### config.mk
export PLATFORM = sky130hd
export DESIGN_NAME = cie_core
export DESIGN_NICKNAME = d
export VERILOG_FILES = /design/src/verilog/cie_prio.v /design/src/verilog/cie_core.v
export VERILOG_INCLUDE_DIRS = /design/src /design/src/verilog
export SDC_FILE = /design/constraint.sdc
export NUM_CORES = 1
export LEC_CHECK = 0
export BUFFER_PORTS_ARGS = -buffer_cell sky130_fd_sc_hd__buf_2
export CAP_MARGIN = 20
export CELL_PAD_IN_SITES_DETAIL_PLACEMENT = 1
export CELL_PAD_IN_SITES_GLOBAL_PLACEMENT = 2
export CORE_ASPECT_RATIO = 0.8
export CORE_MARGIN = 3
export CORE_UTILIZATION = 34
export DETAILED_ROUTE_END_ITERATION = 6
export HOLD_SLACK_MARGIN = 0.08
export PLACE_DENSITY_LB_ADDON = 0.08
export RECOVER_POWER = 50
export SLEW_MARGIN = 5
export SYNTH_ARGS = -nofsm -noshare
export SYNTH_HDL_FRONTEND = slang
export SYNTH_SLANG_ARGS = --single-unit
export TNS_END_PERCENT = 5
### constraint.sdc
create_clock -name CORE_CLK -period 6.39 [get_ports CORE_CLK]
set_input_delay 0.9585 -clock CORE_CLK [delete_from_list [all_inputs] [get_ports CORE_CLK]]
set_output_delay 0.9585 -clock CORE_CLK [all_outputs]
set_load 0.01 [all_outputs]
### src/verilog/cie_regs.vh
`ifndef CIE_REGS_VH
`define CIE_REGS_VH
// Register map of the interrupt entry/exit block (AXI4-Lite byte offsets).
`define CIE_OFF_FLAG      8'h00
`define CIE_OFF_ENABLE    8'h04
`define CIE_OFF_LEVELTYPE 8'h08
`define CIE_OFF_CORECTRL  8'h0C
`define CIE_OFF_STATUS    8'h10
`define CIE_OFF_SP        8'h14
`define CIE_OFF_PC        8'h18
`define CIE_OFF_CMD       8'h1C
`define CIE_OFF_VECTOR    8'h20
`define CIE_OFF_STATE     8'h24
// Field positions.
`define CIE_GIE_BIT       7
`define CIE_RELOC_BIT     0
`define CIE_CMD_CLI       0
`define CIE_CMD_SEI       1
`define CIE_CMD_RETURN_FROM_HANDLER_INSTR      2
`define CIE_CMD_STEP      3
`define CIE_CMD_SLEEP     4
// Reset values.
`define CIE_SP_RESET      16'h04FF
`define CIE_STATUS_RESET  8'h00
// Timing counts in CPU clocks.
`define CIE_ENTRY_CYC     3'h4
`define CIE_WAKE_CYC      3'h4
`define CIE_RETURN_FROM_HANDLER_INSTR_CYC      3'h4
`define CIE_JMP_CYC       3'h3
// AXI responses.
`define CIE_RESP_OKAY     2'h0
`define CIE_RESP_SLVERR   2'h2
`endif

### src/verilog/cie_prio.v
`timescale 1ns/1ps
// Fixed-priority picker: the lowest index wins, like the lowest vector.
module cie_prio #(
  parameter N = 8,
  parameter W = 3
) (
  input wire [N-1:0] req, // Qualified requests.
  output reg any, // Some request present.
  output reg [W-1:0] idx // Winning index.
);
  integer i;

  // Scan from the top down so the lowest index is assigned last.
  always @* begin
    any = 1'b0;
    idx = {W{1'b0}};
    for (i = N - 1; i >= 0; i = i - 1) begin
      if (req[i]) begin
        any = 1'b1;
        idx = i[W-1:0];
      end
    end
  end
endmodule

### src/verilog/cie_core.v
// Design decisions made here: the register offsets and the AXI4-Lite register port.
`timescale 1ns/1ps
`include "cie_regs.vh"
// How it works
// [RULE_01] Distinct vectors; lower address wins priority.
// [RULE_02] Accept only with own and global enable.
// [RULE_03] Relocate bit moves table to boot start.
// [RULE_04] Boot reset fuse moves reset vector.
// [RULE_05] Boot lock bits suppress interrupts by region.
// [RULE_06] Taking an interrupt clears global enable.
// [RULE_07] Vectoring clears the flag-type source flag.
// [RULE_08] Writing one clears a flag bit.
// [RULE_09] Disabled flag-type events still latch flags.
// [RULE_10] Held flags served by priority later.
// [RULE_11] Level sources request only while present.
// [RULE_12] One main instruction after return.
// [RULE_13] Status flags not saved or restored.
// [RULE_14] Global disable acts at once.
// [RULE_15] One instruction after global enable first.
// [RULE_16] Entry takes four cycles, pushes counter.
// [RULE_17] Vector jump completes in three cycles.
// [RULE_18] Multi-cycle instructions finish before entry.
// [RULE_19] Wake from sleep adds four cycles.
// [RULE_20] Return takes four cycles, pops, sets enable.
// [RULE_21] Program counter is thirteen bits wide.
// [RULE_22] Undivided clock, single-cycle ALU steps.
// [RULE_23] Global enable lives in status bit seven.
// [RULE_24] Entry push decrements stack pointer by two.
module cie_core #(
  parameter NSRC = 8, // Interrupt sources; source 0 is external request 0.
  parameter IW = 3, // Index width.
  parameter PCW = 13, // Program counter width.
  parameter [12:0] BOOT_START = 13'h1C00 // Start of boot section.
) (
  input wire CORE_CLK, // CPU clock.
  input wire RST, // Asynchronous reset, active high.
  input wire [NSRC-1:0] SRC_EVENT, // Flag-type event pulses.
  input wire [NSRC-1:0] SRC_LEVEL, // Level-type conditions.
  input wire INSTR_DONE, // Sequencer: instruction boundary reached.
  input wire BOOT_RESET_FUSE, // Programmed boot reset fuse.
  input wire APP_SECTION_LOCK_BIT, // Programmed application lock.
  input wire BOOT_SECTION_LOCK_BIT, // Programmed boot lock.
  input wire [31:0] S_AXI_AWADDR, // Write address.
  input wire S_AXI_AWVALID, // Write address valid.
  output reg S_AXI_AWREADY, // Write address ready.
  input wire [31:0] S_AXI_WDATA, // Write data.
  input wire [3:0] S_AXI_WSTRB, // Write strobes.
  input wire S_AXI_WVALID, // Write data valid.
  output reg S_AXI_WREADY, // Write data ready.
  output reg [1:0] S_AXI_BRESP, // Write response.
  output reg S_AXI_BVALID, // Write response valid.
  input wire S_AXI_BREADY, // Write response ready.
  input wire [31:0] S_AXI_ARADDR, // Read address.
  input wire S_AXI_ARVALID, // Read address valid.
  output reg S_AXI_ARREADY, // Read address ready.
  output reg [31:0] S_AXI_RDATA, // Read data.
  output reg [1:0] S_AXI_RRESP, // Read response.
  output reg S_AXI_RVALID, // Read data valid.
  input wire S_AXI_RREADY, // Read data ready.
  output reg [PCW-1:0] PROGRAM_COUNTER, // Current program counter.
  output reg STACK_WE, // Stack write strobe.
  output reg [15:0] STACK_ADDR, // Stack byte address.
  output reg [7:0] STACK_WDATA, // Stack write byte.
  output reg CORE_STALL // Sequencer held by sleep, entry or return.
);
  localparam ST_RUN = 3'h0;
  localparam ST_WAKE = 3'h1;
  localparam ST_ENTRY = 3'h2;
  localparam ST_JUMP = 3'h3;
  localparam ST_RETURN_FROM_HANDLER_INSTR = 3'h4;
  localparam ST_SLEEP = 3'h5;

  reg [NSRC-1:0] flag;
  reg [NSRC-1:0] enable;
  reg [NSRC-1:0] level_type;
  reg reloc;
  reg [7:0] status_flags_register;
  reg [15:0] sp;
  reg [2:0] state;
  reg [2:0] cnt;
  reg [IW-1:0] cur;
  reg hold_one;
  reg [PCW-1:0] ret_pc;
  reg [7:0] cmd_reg;
  reg aw_got;
  reg w_got;
  reg [7:0] aw_off;
  reg [31:0] w_data;
  reg [3:0] w_strb;
  reg booted;

  wire gie = status_flags_register[`CIE_GIE_BIT];
  wire [NSRC-1:0] pend;
  wire any;
  wire [IW-1:0] win;
  wire in_boot = (PROGRAM_COUNTER >= BOOT_START);
  wire wr_go = aw_got && w_got && !S_AXI_BVALID;
  wire wr_cmd = wr_go && (aw_off == `CIE_OFF_CMD) && w_strb[0];
  wire cli_now = wr_cmd && w_data[`CIE_CMD_CLI];
  wire [PCW-1:0] vec_base = reloc ? BOOT_START : {PCW{1'b0}};
  wire [PCW-1:0] vec_addr;
  wire lock_block;
  wire can_take;

  // Level sources request only while the condition is there; flag
  // sources request from the latched flag.
  assign pend = ((level_type & SRC_LEVEL) | (~level_type & flag)) // [RULE_11]
    & enable; // [RULE_02]
  // Lock bits stop vectoring into the other section, by where we run.
  assign lock_block = (in_boot && APP_SECTION_LOCK_BIT && !reloc) ||
    (!in_boot && BOOT_SECTION_LOCK_BIT && reloc); // [RULE_05]
  // Vector word address: reset at base, sources at base + 2*(i+1).
  assign vec_addr = vec_base +
    {{(PCW-IW-2){1'b0}}, win, 1'b0} + 13'h0002; // [RULE_01] [RULE_03]
  // CLI in the same cycle blocks the take; a pending SEI or return
  // leaves one instruction to run first.
  assign can_take = any && gie && !cli_now && !hold_one && // [RULE_14]
    !lock_block && INSTR_DONE; // [RULE_18] [RULE_12] [RULE_15]

  cie_prio #(.N(NSRC), .W(IW)) u_prio (
    .req(pend),
    .any(any),
    .idx(win)
  );

  // Flags: hardware set wins over a software or vectoring clear.
  genvar g;
  generate
    for (g = 0; g < NSRC; g = g + 1) begin : g_flag
      wire sw_clr = wr_go && (aw_off == `CIE_OFF_FLAG) &&
        w_strb[g / 8] && w_data[g]; // [RULE_08]
      // A wake from sleep vectors too, so it must clear the flag as well.
      wire hw_clr = ((state == ST_RUN && can_take) ||
        (state == ST_SLEEP && any && gie && !lock_block)) &&
        (win == g) && !level_type[g]; // [RULE_07]
      always @(posedge CORE_CLK or posedge RST) begin
        if (RST) begin
          flag[g] <= 1'b0;
        end else if (SRC_EVENT[g]) begin
          flag[g] <= 1'b1; // [RULE_09] [RULE_10]
        end else if (sw_clr || hw_clr) begin
          flag[g] <= 1'b0;
        end
      end
    end
  endgenerate

  // Entry and return sequencer with the stack traffic.
  always @(posedge CORE_CLK or posedge RST) begin
    if (RST) begin
      state <= ST_RUN;
      cnt <= 3'h0;
      cur <= {IW{1'b0}};
      hold_one <= 1'b0;
      ret_pc <= {PCW{1'b0}};
      PROGRAM_COUNTER <= {PCW{1'b0}};
      sp <= `CIE_SP_RESET;
      status_flags_register <= `CIE_STATUS_RESET;
      STACK_WE <= 1'b0;
      STACK_ADDR <= 16'h0000;
      STACK_WDATA <= 8'h00;
      CORE_STALL <= 1'b0;
      booted <= 1'b0;
    end else begin
      STACK_WE <= 1'b0;
      // Reset vector is caught after release, not under reset.
      if (!booted) begin
        booted <= 1'b1;
        PROGRAM_COUNTER <= BOOT_RESET_FUSE ? BOOT_START :
          {PCW{1'b0}}; // [RULE_04]
      end
      if (INSTR_DONE && state == ST_RUN) begin
        hold_one <= 1'b0;
      end
      // Software status write takes the whole byte, enable bit included;
      // the flags belong to the handler and are never stacked.
      if (wr_go && aw_off == `CIE_OFF_STATUS && w_strb[0]) begin
        status_flags_register <= w_data[7:0]; // [RULE_13] [RULE_23]
      end
      if (wr_cmd && w_data[`CIE_CMD_SEI] && !gie) begin
        status_flags_register[`CIE_GIE_BIT] <= 1'b1;
        hold_one <= 1'b1; // [RULE_15]
      end
      if (cli_now) begin
        status_flags_register[`CIE_GIE_BIT] <= 1'b0; // [RULE_14]
      end
      if (wr_go && aw_off == `CIE_OFF_PC) begin
        PROGRAM_COUNTER <= w_data[PCW-1:0]; // [RULE_21]
      end
      if (wr_go && aw_off == `CIE_OFF_SP && w_strb[0]) begin
        sp <= w_data[15:0];
      end
      case (state)
        ST_RUN: begin
          CORE_STALL <= 1'b0;
          if (can_take) begin
            // One clock per step, no division of the core clock.
            state <= ST_ENTRY; // [RULE_22]
            cur <= win;
            cnt <= `CIE_ENTRY_CYC - 3'h1;
            ret_pc <= PROGRAM_COUNTER;
            status_flags_register[`CIE_GIE_BIT] <= 1'b0; // [RULE_06]
            CORE_STALL <= 1'b1;
          end else if (wr_cmd && w_data[`CIE_CMD_RETURN_FROM_HANDLER_INSTR]) begin
            state <= ST_RETURN_FROM_HANDLER_INSTR;
            cnt <= `CIE_RETURN_FROM_HANDLER_INSTR_CYC - 3'h1;
            CORE_STALL <= 1'b1;
          end else if (wr_cmd && w_data[`CIE_CMD_SLEEP]) begin
            state <= ST_SLEEP;
            CORE_STALL <= 1'b1;
          end else if (wr_cmd && w_data[`CIE_CMD_STEP]) begin
            PROGRAM_COUNTER <= PROGRAM_COUNTER + 13'h0001;
          end
        end
        ST_SLEEP: begin
          if (any && gie && !lock_block) begin
            state <= ST_WAKE;
            cur <= win;
            cnt <= `CIE_WAKE_CYC - 3'h1;
            ret_pc <= PROGRAM_COUNTER;
            status_flags_register[`CIE_GIE_BIT] <= 1'b0; // [RULE_06]
          end
        end
        ST_WAKE: begin
          // Wake-up adds its own four clocks before entry starts.
          if (cnt == 3'h0) begin
            state <= ST_ENTRY;
            cnt <= `CIE_ENTRY_CYC - 3'h1; // [RULE_19]
          end else begin
            cnt <= cnt - 3'h1;
          end
        end
        ST_ENTRY: begin
          // Push low byte then high byte; pointer ends two lower.
          if (cnt == 3'h3 || cnt == 3'h2) begin
            STACK_WE <= 1'b1;
            STACK_ADDR <= sp;
            STACK_WDATA <= (cnt == 3'h3) ? ret_pc[7:0] :
              {3'h0, ret_pc[PCW-1:8]};
            sp <= sp - 16'h0001; // [RULE_24] [RULE_16]
          end
          if (cnt == 3'h0) begin
            state <= ST_JUMP;
            cnt <= `CIE_JMP_CYC - 3'h1;
            PROGRAM_COUNTER <= vec_addr; // [RULE_16]
            if (cur != win) begin
              PROGRAM_COUNTER <= vec_base + {{(PCW-IW-2){1'b0}},
                cur, 1'b0} + 13'h0002;
            end
          end else begin
            cnt <= cnt - 3'h1;
          end
        end
        ST_JUMP: begin
          // The vector jump is accounted as three stalled clocks.
          if (cnt == 3'h0) begin
            state <= ST_RUN; // [RULE_17]
            CORE_STALL <= 1'b0;
          end else begin
            cnt <= cnt - 3'h1;
          end
        end
        ST_RETURN_FROM_HANDLER_INSTR: begin
          // Pop bookkeeping: pointer up by two, enable back on.
          if (cnt == 3'h0) begin
            state <= ST_RUN;
            PROGRAM_COUNTER <= ret_pc;
            sp <= sp + 16'h0002; // [RULE_20]
            status_flags_register[`CIE_GIE_BIT] <= 1'b1; // [RULE_20]
            hold_one <= 1'b1; // [RULE_12]
            CORE_STALL <= 1'b0;
          end else begin
            cnt <= cnt - 3'h1;
          end
        end
        default: begin
          state <= ST_RUN;
        end
      endcase
    end
  end

  // Plain registers: enables, source type, relocation control.
  always @(posedge CORE_CLK or posedge RST) begin
    if (RST) begin
      enable <= {NSRC{1'b0}};
      level_type <= {NSRC{1'b0}};
      reloc <= 1'b0;
      cmd_reg <= 8'h00;
    end else if (wr_go) begin
      if (aw_off == `CIE_OFF_ENABLE) begin
        enable <= w_data[NSRC-1:0];
      end
      if (aw_off == `CIE_OFF_LEVELTYPE) begin
        level_type <= w_data[NSRC-1:0];
      end
      if (aw_off == `CIE_OFF_CORECTRL && w_strb[0]) begin
        reloc <= w_data[`CIE_RELOC_BIT]; // [RULE_03]
      end
      if (aw_off == `CIE_OFF_CMD) begin
        cmd_reg <= w_data[7:0];
      end
    end
  end

  // AXI write side: address and data taken in either order.
  always @(posedge CORE_CLK or posedge RST) begin
    if (RST) begin
      aw_got <= 1'b0;
      w_got <= 1'b0;
      aw_off <= 8'h00;
      w_data <= 32'h00000000;
      w_strb <= 4'h0;
      S_AXI_AWREADY <= 1'b0;
      S_AXI_WREADY <= 1'b0;
      S_AXI_BVALID <= 1'b0;
      S_AXI_BRESP <= `CIE_RESP_OKAY;
    end else begin
      S_AXI_AWREADY <= !aw_got && !S_AXI_AWREADY && !S_AXI_BVALID;
      S_AXI_WREADY <= !w_got && !S_AXI_WREADY && !S_AXI_BVALID;
      if (S_AXI_AWVALID && S_AXI_AWREADY) begin
        aw_got <= 1'b1;
        aw_off <= S_AXI_AWADDR[7:0];
      end
      if (S_AXI_WVALID && S_AXI_WREADY) begin
        w_got <= 1'b1;
        w_data <= S_AXI_WDATA;
        w_strb <= S_AXI_WSTRB;
      end
      if (wr_go) begin
        aw_got <= 1'b0;
        w_got <= 1'b0;
        S_AXI_BVALID <= 1'b1;
        S_AXI_BRESP <= (aw_off > `CIE_OFF_CMD || aw_off[1:0] != 2'h0 ||
          aw_off == `CIE_OFF_VECTOR) ? `CIE_RESP_SLVERR : `CIE_RESP_OKAY;
      end else if (S_AXI_BVALID && S_AXI_BREADY) begin
        S_AXI_BVALID <= 1'b0;
      end
    end
  end

  // AXI read side; unmapped offsets answer with an error and zero.
  always @(posedge CORE_CLK or posedge RST) begin
    if (RST) begin
      S_AXI_ARREADY <= 1'b0;
      S_AXI_RVALID <= 1'b0;
      S_AXI_RDATA <= 32'h00000000;
      S_AXI_RRESP <= `CIE_RESP_OKAY;
    end else begin
      S_AXI_ARREADY <= !S_AXI_ARREADY && !S_AXI_RVALID && S_AXI_ARVALID;
      if (S_AXI_ARVALID && S_AXI_ARREADY) begin
        S_AXI_RVALID <= 1'b1;
        S_AXI_RRESP <= `CIE_RESP_OKAY;
        case (S_AXI_ARADDR[7:0])
          `CIE_OFF_FLAG: S_AXI_RDATA <= {{(32-NSRC){1'b0}}, flag};
          `CIE_OFF_ENABLE: S_AXI_RDATA <= {{(32-NSRC){1'b0}}, enable};
          `CIE_OFF_LEVELTYPE: S_AXI_RDATA <=
            {{(32-NSRC){1'b0}}, level_type};
          `CIE_OFF_CORECTRL: S_AXI_RDATA <= {31'h0, reloc};
          `CIE_OFF_STATUS: S_AXI_RDATA <= {24'h0, status_flags_register};
          `CIE_OFF_SP: S_AXI_RDATA <= {16'h0, sp};
          `CIE_OFF_PC: S_AXI_RDATA <= {{(32-PCW){1'b0}}, PROGRAM_COUNTER};
          `CIE_OFF_CMD: S_AXI_RDATA <= {24'h0, cmd_reg};
          `CIE_OFF_VECTOR: S_AXI_RDATA <= {{(32-PCW){1'b0}}, vec_addr};
          `CIE_OFF_STATE: S_AXI_RDATA <= {23'h0, hold_one, cur, 2'h0,
            state};
          default: begin
            S_AXI_RDATA <= 32'h00000000;
            S_AXI_RRESP <= `CIE_RESP_SLVERR;
          end
        endcase
      end else if (S_AXI_RVALID && S_AXI_RREADY) begin
        S_AXI_RVALID <= 1'b0;
      end
    end
  end
endmodule

==> results.sh <==
export IMPL_design_die_area_um2=29700
export IMPL_outcome="finished with violations"
export IMPL_postCtsSetupRepairBufs=0
export IMPL_pin_count_of_the_biggest_net_entering_global_routing=67
export IMPL_violations="max-capacitance violations, max-slew violations"
export IMPL_post_dp_cell_area_um2=10300
export IMPL_critical_path_n_buffers_inverters=3
export IMPL_design_final_nets=1209
export IMPL_setup_tns_final_ns=0
export IMPL_min_period_ns=3.55
export IMPL_clk_path_buf_depth=2
export IMPL_synthesis_instances=964
export IMPL_rows=53
export IMPL_global_route_usage_total=0.223
export IMPL_cts_made_buffers=17
export IMPL_core_um2=26700
export IMPL_timing_worst_setup_path_type="in -> async"
export IMPL_floorplan_initialDensity=0.352
export IMPL_cts_resized=0
export IMPL_route_detailed_wl_per_inst_um=22.9
export IMPL_cts_sinks=170
export IMPL_cts_tree="built"
export IMPL_hold_buffers=0
export IMPL_grt_pass1_wl_um=50200
export IMPL_port_buffer_count=121
export IMPL_synth_edff_count=0
export IMPL_cp_num_cells=3
export IMPL_post_synth_cell_area_avg_um2=9.76
export IMPL_cpMaxStageDelayCell="sky130_fd_sc_hd__clkbuf_2"
export IMPL_crit_end="STACK_ADDR[4]$_DFFE_PP0P_"
export IMPL_cp_cell_sequence="buf_2 -> clkinvlp_2 -> clkbuf_2"
export IMPL_power_static_leakage_nw=4.69
export IMPL_arrival_ns=3.78
export IMPL_min_path_type="reg -> reg"
export IMPL_count_of_state_elements_after_synthesis=170
export IMPL_hold_viol_final=0
export IMPL_remaining_drc_errors=0
export IMPL_r2r_end="PROGRAM_COUNTER[12]$_DFF_PP0_"
export IMPL_drive_gt1_frac=0.210
export IMPL_critPathCaptureType="async pin"
export IMPL_cts_root_buffer="sky130_fd_sc_hd__clkbuf_16"
export IMPL_route_detailed_vias_per_inst=5.59
export IMPL_clk_insertion_delay_late_ns=0.44
export IMPL_critPathRequiredTime_ns=6.62
export IMPL_synth_largest_area_cell="sky130_fd_sc_hd__dfrtp_1"
export IMPL_timing_max_cap_violations=2
export IMPL_place_detailed_instances=1402
export IMPL_number_of_endpoints_failing_setup_at_the_final_stage=0
export IMPL_gp_congestion=0.839
export IMPL_ff2ff_path_depth=7
export IMPL_synth_area_top_cells="sky130_fd_sc_hd__dfrtp_1 43%, sky130_fd_sc_hd__mux2_2 8.1%, sky130_fd_sc_hd__nand2_1 5.2%"
export IMPL_via_count=8024
export IMPL_clk_pin_slew_ns=0.07
export IMPL_dr_iter_0_viols=529
export IMPL_number_of_standard_cells_in_the_final_layout_excluding_fillers=1435
export IMPL_timing_max_transition_violations_final=116
export IMPL_number_of_library_cell_types_mapped_by_synthesis=78
export IMPL_startpoint_type="primary input"
export IMPL_critPathTopFamily="buffers and inverters"
export IMPL_reg2reg_setup_slack_ns=3.14
export IMPL_cp_startpoint="RST"
export IMPL_layout_cell_area_non_filler_um2=10800
export IMPL_drt_pre_antenna_iters=7
export IMPL_syn_to_final_growth_pct=14.8
export IMPL_worst_slew_pin_slew_ns=2.18
export IMPL_ys_dominant_reg_cell="sky130_fd_sc_hd__dfrtp_1"
export IMPL_fmax_ghz=0.282
export IMPL_io_pin_count=207
export IMPL_finalCritPeriodShare=0.556
export IMPL_synth_yosys_seq_area_share=0.453
export IMPL_grt_setup_unrepaired="no"
export IMPL_width_of_the_die_um=192
export IMPL_slew_headroom=-0.463
export IMPL_synth_warning_count=0
export IMPL_postRouteWirelength_um=32900
export IMPL_die_h_um=155
export IMPL_cts_max_level=4
export IMPL_rr_startpoint="S_AXI_BVALID$_DFFE_PP0P_"
export IMPL_antenna_cells_inserted=0
export IMPL_synth_area_um2=9410
export IMPL_final_critical_path_setup_slack_ns=2.84
export IMPL_cp_max_fo=66
export IMPL_place_detailed_hpwl_um=24000
export IMPL_grt_overflow=0
export IMPL_grt_pass1_vias=8137
export IMPL_delay_contributed_by_the_slowest_stage_of_the_critical_path_ns=1.44
export IMPL_total_power_density_per_cell_area_nw_per_um2=395
export IMPL_ys_async_sr_fraction=1.00
export IMPL_final_setup_skew_ns=0.0111
export IMPL_antenna_left=0
export IMPL_synth_top_cell_area_share=0.428
export IMPL_pre_cts_ws_ns=2.61
export IMPL_vdd_ir_drop_worst_mv=0.212
export IMPL_grt_antenna_before_repair=1
## cells in the mapped netlist, types with 12 or more instances
cell and number:
sky130_fd_sc_hd__dfrtp_1 161, sky130_fd_sc_hd__nand2_1 130, sky130_fd_sc_hd__nor2_1 70, sky130_fd_sc_hd__mux2_2 68, sky130_fd_sc_hd__o21ai_0 64, sky130_fd_sc_hd__a21oi_1 48, sky130_fd_sc_hd__clkbuf_1 41, sky130_fd_sc_hd__inv_1 24
sky130_fd_sc_hd__nand3_1 22, sky130_fd_sc_hd__buf_4 19, sky130_fd_sc_hd__ha_1 17, sky130_fd_sc_hd__nor3_1 16, sky130_fd_sc_hd__a22oi_1 15, sky130_fd_sc_hd__a222oi_1 14, sky130_fd_sc_hd__and3_1 14, sky130_fd_sc_hd__mux2i_1 14
sky130_fd_sc_hd__a22o_1 12
## per-stage QoR
stage | power [W] | util | hold slack (ns)
2_1_floorplan | 0.00264 | - | 0.428
3_3_place_gp | 0.00322 | 0.385 | 0.449
3_5_place_dp | 0.00324 | 0.385 | 0.458
4_1_cts | 0.00433 | 0.407 | 0.474
5_1_grt | 0.00455 | 0.404 | 0.495
6_report | 0.00427 | 0.404 | 0.469
## where the power goes
| group | switching (W) | internal, W | leakage, nW | total [W] |
|---|---|---|---|---|
| clock | 0.000482 | 0.000592 | 0.274 | 0.00107 |
| combinational | 0.000781 | 0.000560 | 2.29 | 0.00134 |
| sequential | 0.000495 | 0.00136 | 2.13 | 0.00186 |
## layer usage
layer / vias up / routed length, µm / global-route usage
met2: 183 / 14600 / 0.337
met5: - / 0 / 0
met3: 19 / 1640 / 0.0446
li1: 3694 / - / -
met1: 4128 / 16300 / 0.333
met4: 0 / 348 / 0.0440
## worst register-to-register path, stage by stage, from the launching register on
cell,delay (ns)
sky130_fd_sc_hd__dfrtp_1,0.42
sky130_fd_sc_hd__and3b_1,0.41
sky130_fd_sc_hd__nand3_1,0.36
sky130_fd_sc_hd__o31a_1,0.45
sky130_fd_sc_hd__a2111oi_4,0.86
sky130_fd_sc_hd__nand2b_1,0.23
sky130_fd_sc_hd__nor2b_1,0.28
sky130_fd_sc_hd__o211ai_1,0.14
## cell type report
type,count,area [µm²]
repair buffers,134,648
flip-flops and latches,170,4270
clock buffers,20,447
inverters,25,95.1
fillers,3080,15900
well taps,357,447
clock inverters,12,139
multi-input cells,717,4770
## worst min path at each step
stage,startpoint,to,slack (ns),cells after the start
finish,S_AXI_RVALID$_DFFE_PP0P_,S_AXI_ARREADY$_DFF_PP0_,0.47,1
global route,S_AXI_RVALID$_DFFE_PP0P_,S_AXI_ARREADY$_DFF_PP0_,0.49,1
CTS,S_AXI_RVALID$_DFFE_PP0P_,S_AXI_ARREADY$_DFF_PP0_,0.47,1
detailed placement,S_AXI_RVALID$_DFFE_PP0P_,S_AXI_ARREADY$_DFF_PP0_,0.46,1
global placement,S_AXI_RVALID$_DFFE_PP0P_,S_AXI_ARREADY$_DFF_PP0_,0.45,1
floorplan,aw_got$_DFFE_PP0P_,S_AXI_AWREADY$_DFF_PP0_,0.43,1
## kinds of logic after synthesis
| logic type | count (synthesis) | synth area share |
|---|---|---|
| muxes | 84 | 0.0994 |
| other | 2 | 0.000798 |
| and+or+nand+nor | 326 | 0.169 |
| DFF | 170 | 0.453 |
| xor gates and xnor gates | 16 | 0.0149 |
| buffers and inverters | 94 | 0.0463 |
| AOI/OAI and AO/OA | 255 | 0.194 |
| adders and majority gates | 17 | 0.0226 |
## placed cells by master (no fill, tap or decap), types with 9 or more instances in the layout
master	n
sky130_fd_sc_hd__o211ai_1	9
sky130_fd_sc_hd__a21oi_1	48
sky130_fd_sc_hd__ha_1	17
sky130_fd_sc_hd__and3_1	14
sky130_fd_sc_hd__a21o_1	11
sky130_fd_sc_hd__a31oi_1	10
sky130_fd_sc_hd__clkbuf_16	17
sky130_fd_sc_hd__mux2i_1	14
sky130_fd_sc_hd__xor2_1	9
sky130_fd_sc_hd__o221ai_1	9
sky130_fd_sc_hd__buf_2	82
sky130_fd_sc_hd__clkbuf_1	42
sky130_fd_sc_hd__a22oi_1	15
sky130_fd_sc_hd__nand2_1	130
sky130_fd_sc_hd__a221o_1	11
sky130_fd_sc_hd__conb_1	19
sky130_fd_sc_hd__mux2_2	68
sky130_fd_sc_hd__buf_4	11
sky130_fd_sc_hd__dfstp_2	9
sky130_fd_sc_hd__nand3_1	23
sky130_fd_sc_hd__dfrtp_1	161
sky130_fd_sc_hd__o21ai_0	64
sky130_fd_sc_hd__nor2_1	70
sky130_fd_sc_hd__a222oi_1	14
sky130_fd_sc_hd__nor2b_1	11
sky130_fd_sc_hd__a22o_1	12
sky130_fd_sc_hd__nand4_1	9
sky130_fd_sc_hd__inv_1	23
sky130_fd_sc_hd__nor3_1	15
No activity file was read; power rests on OpenSTA's default activity.
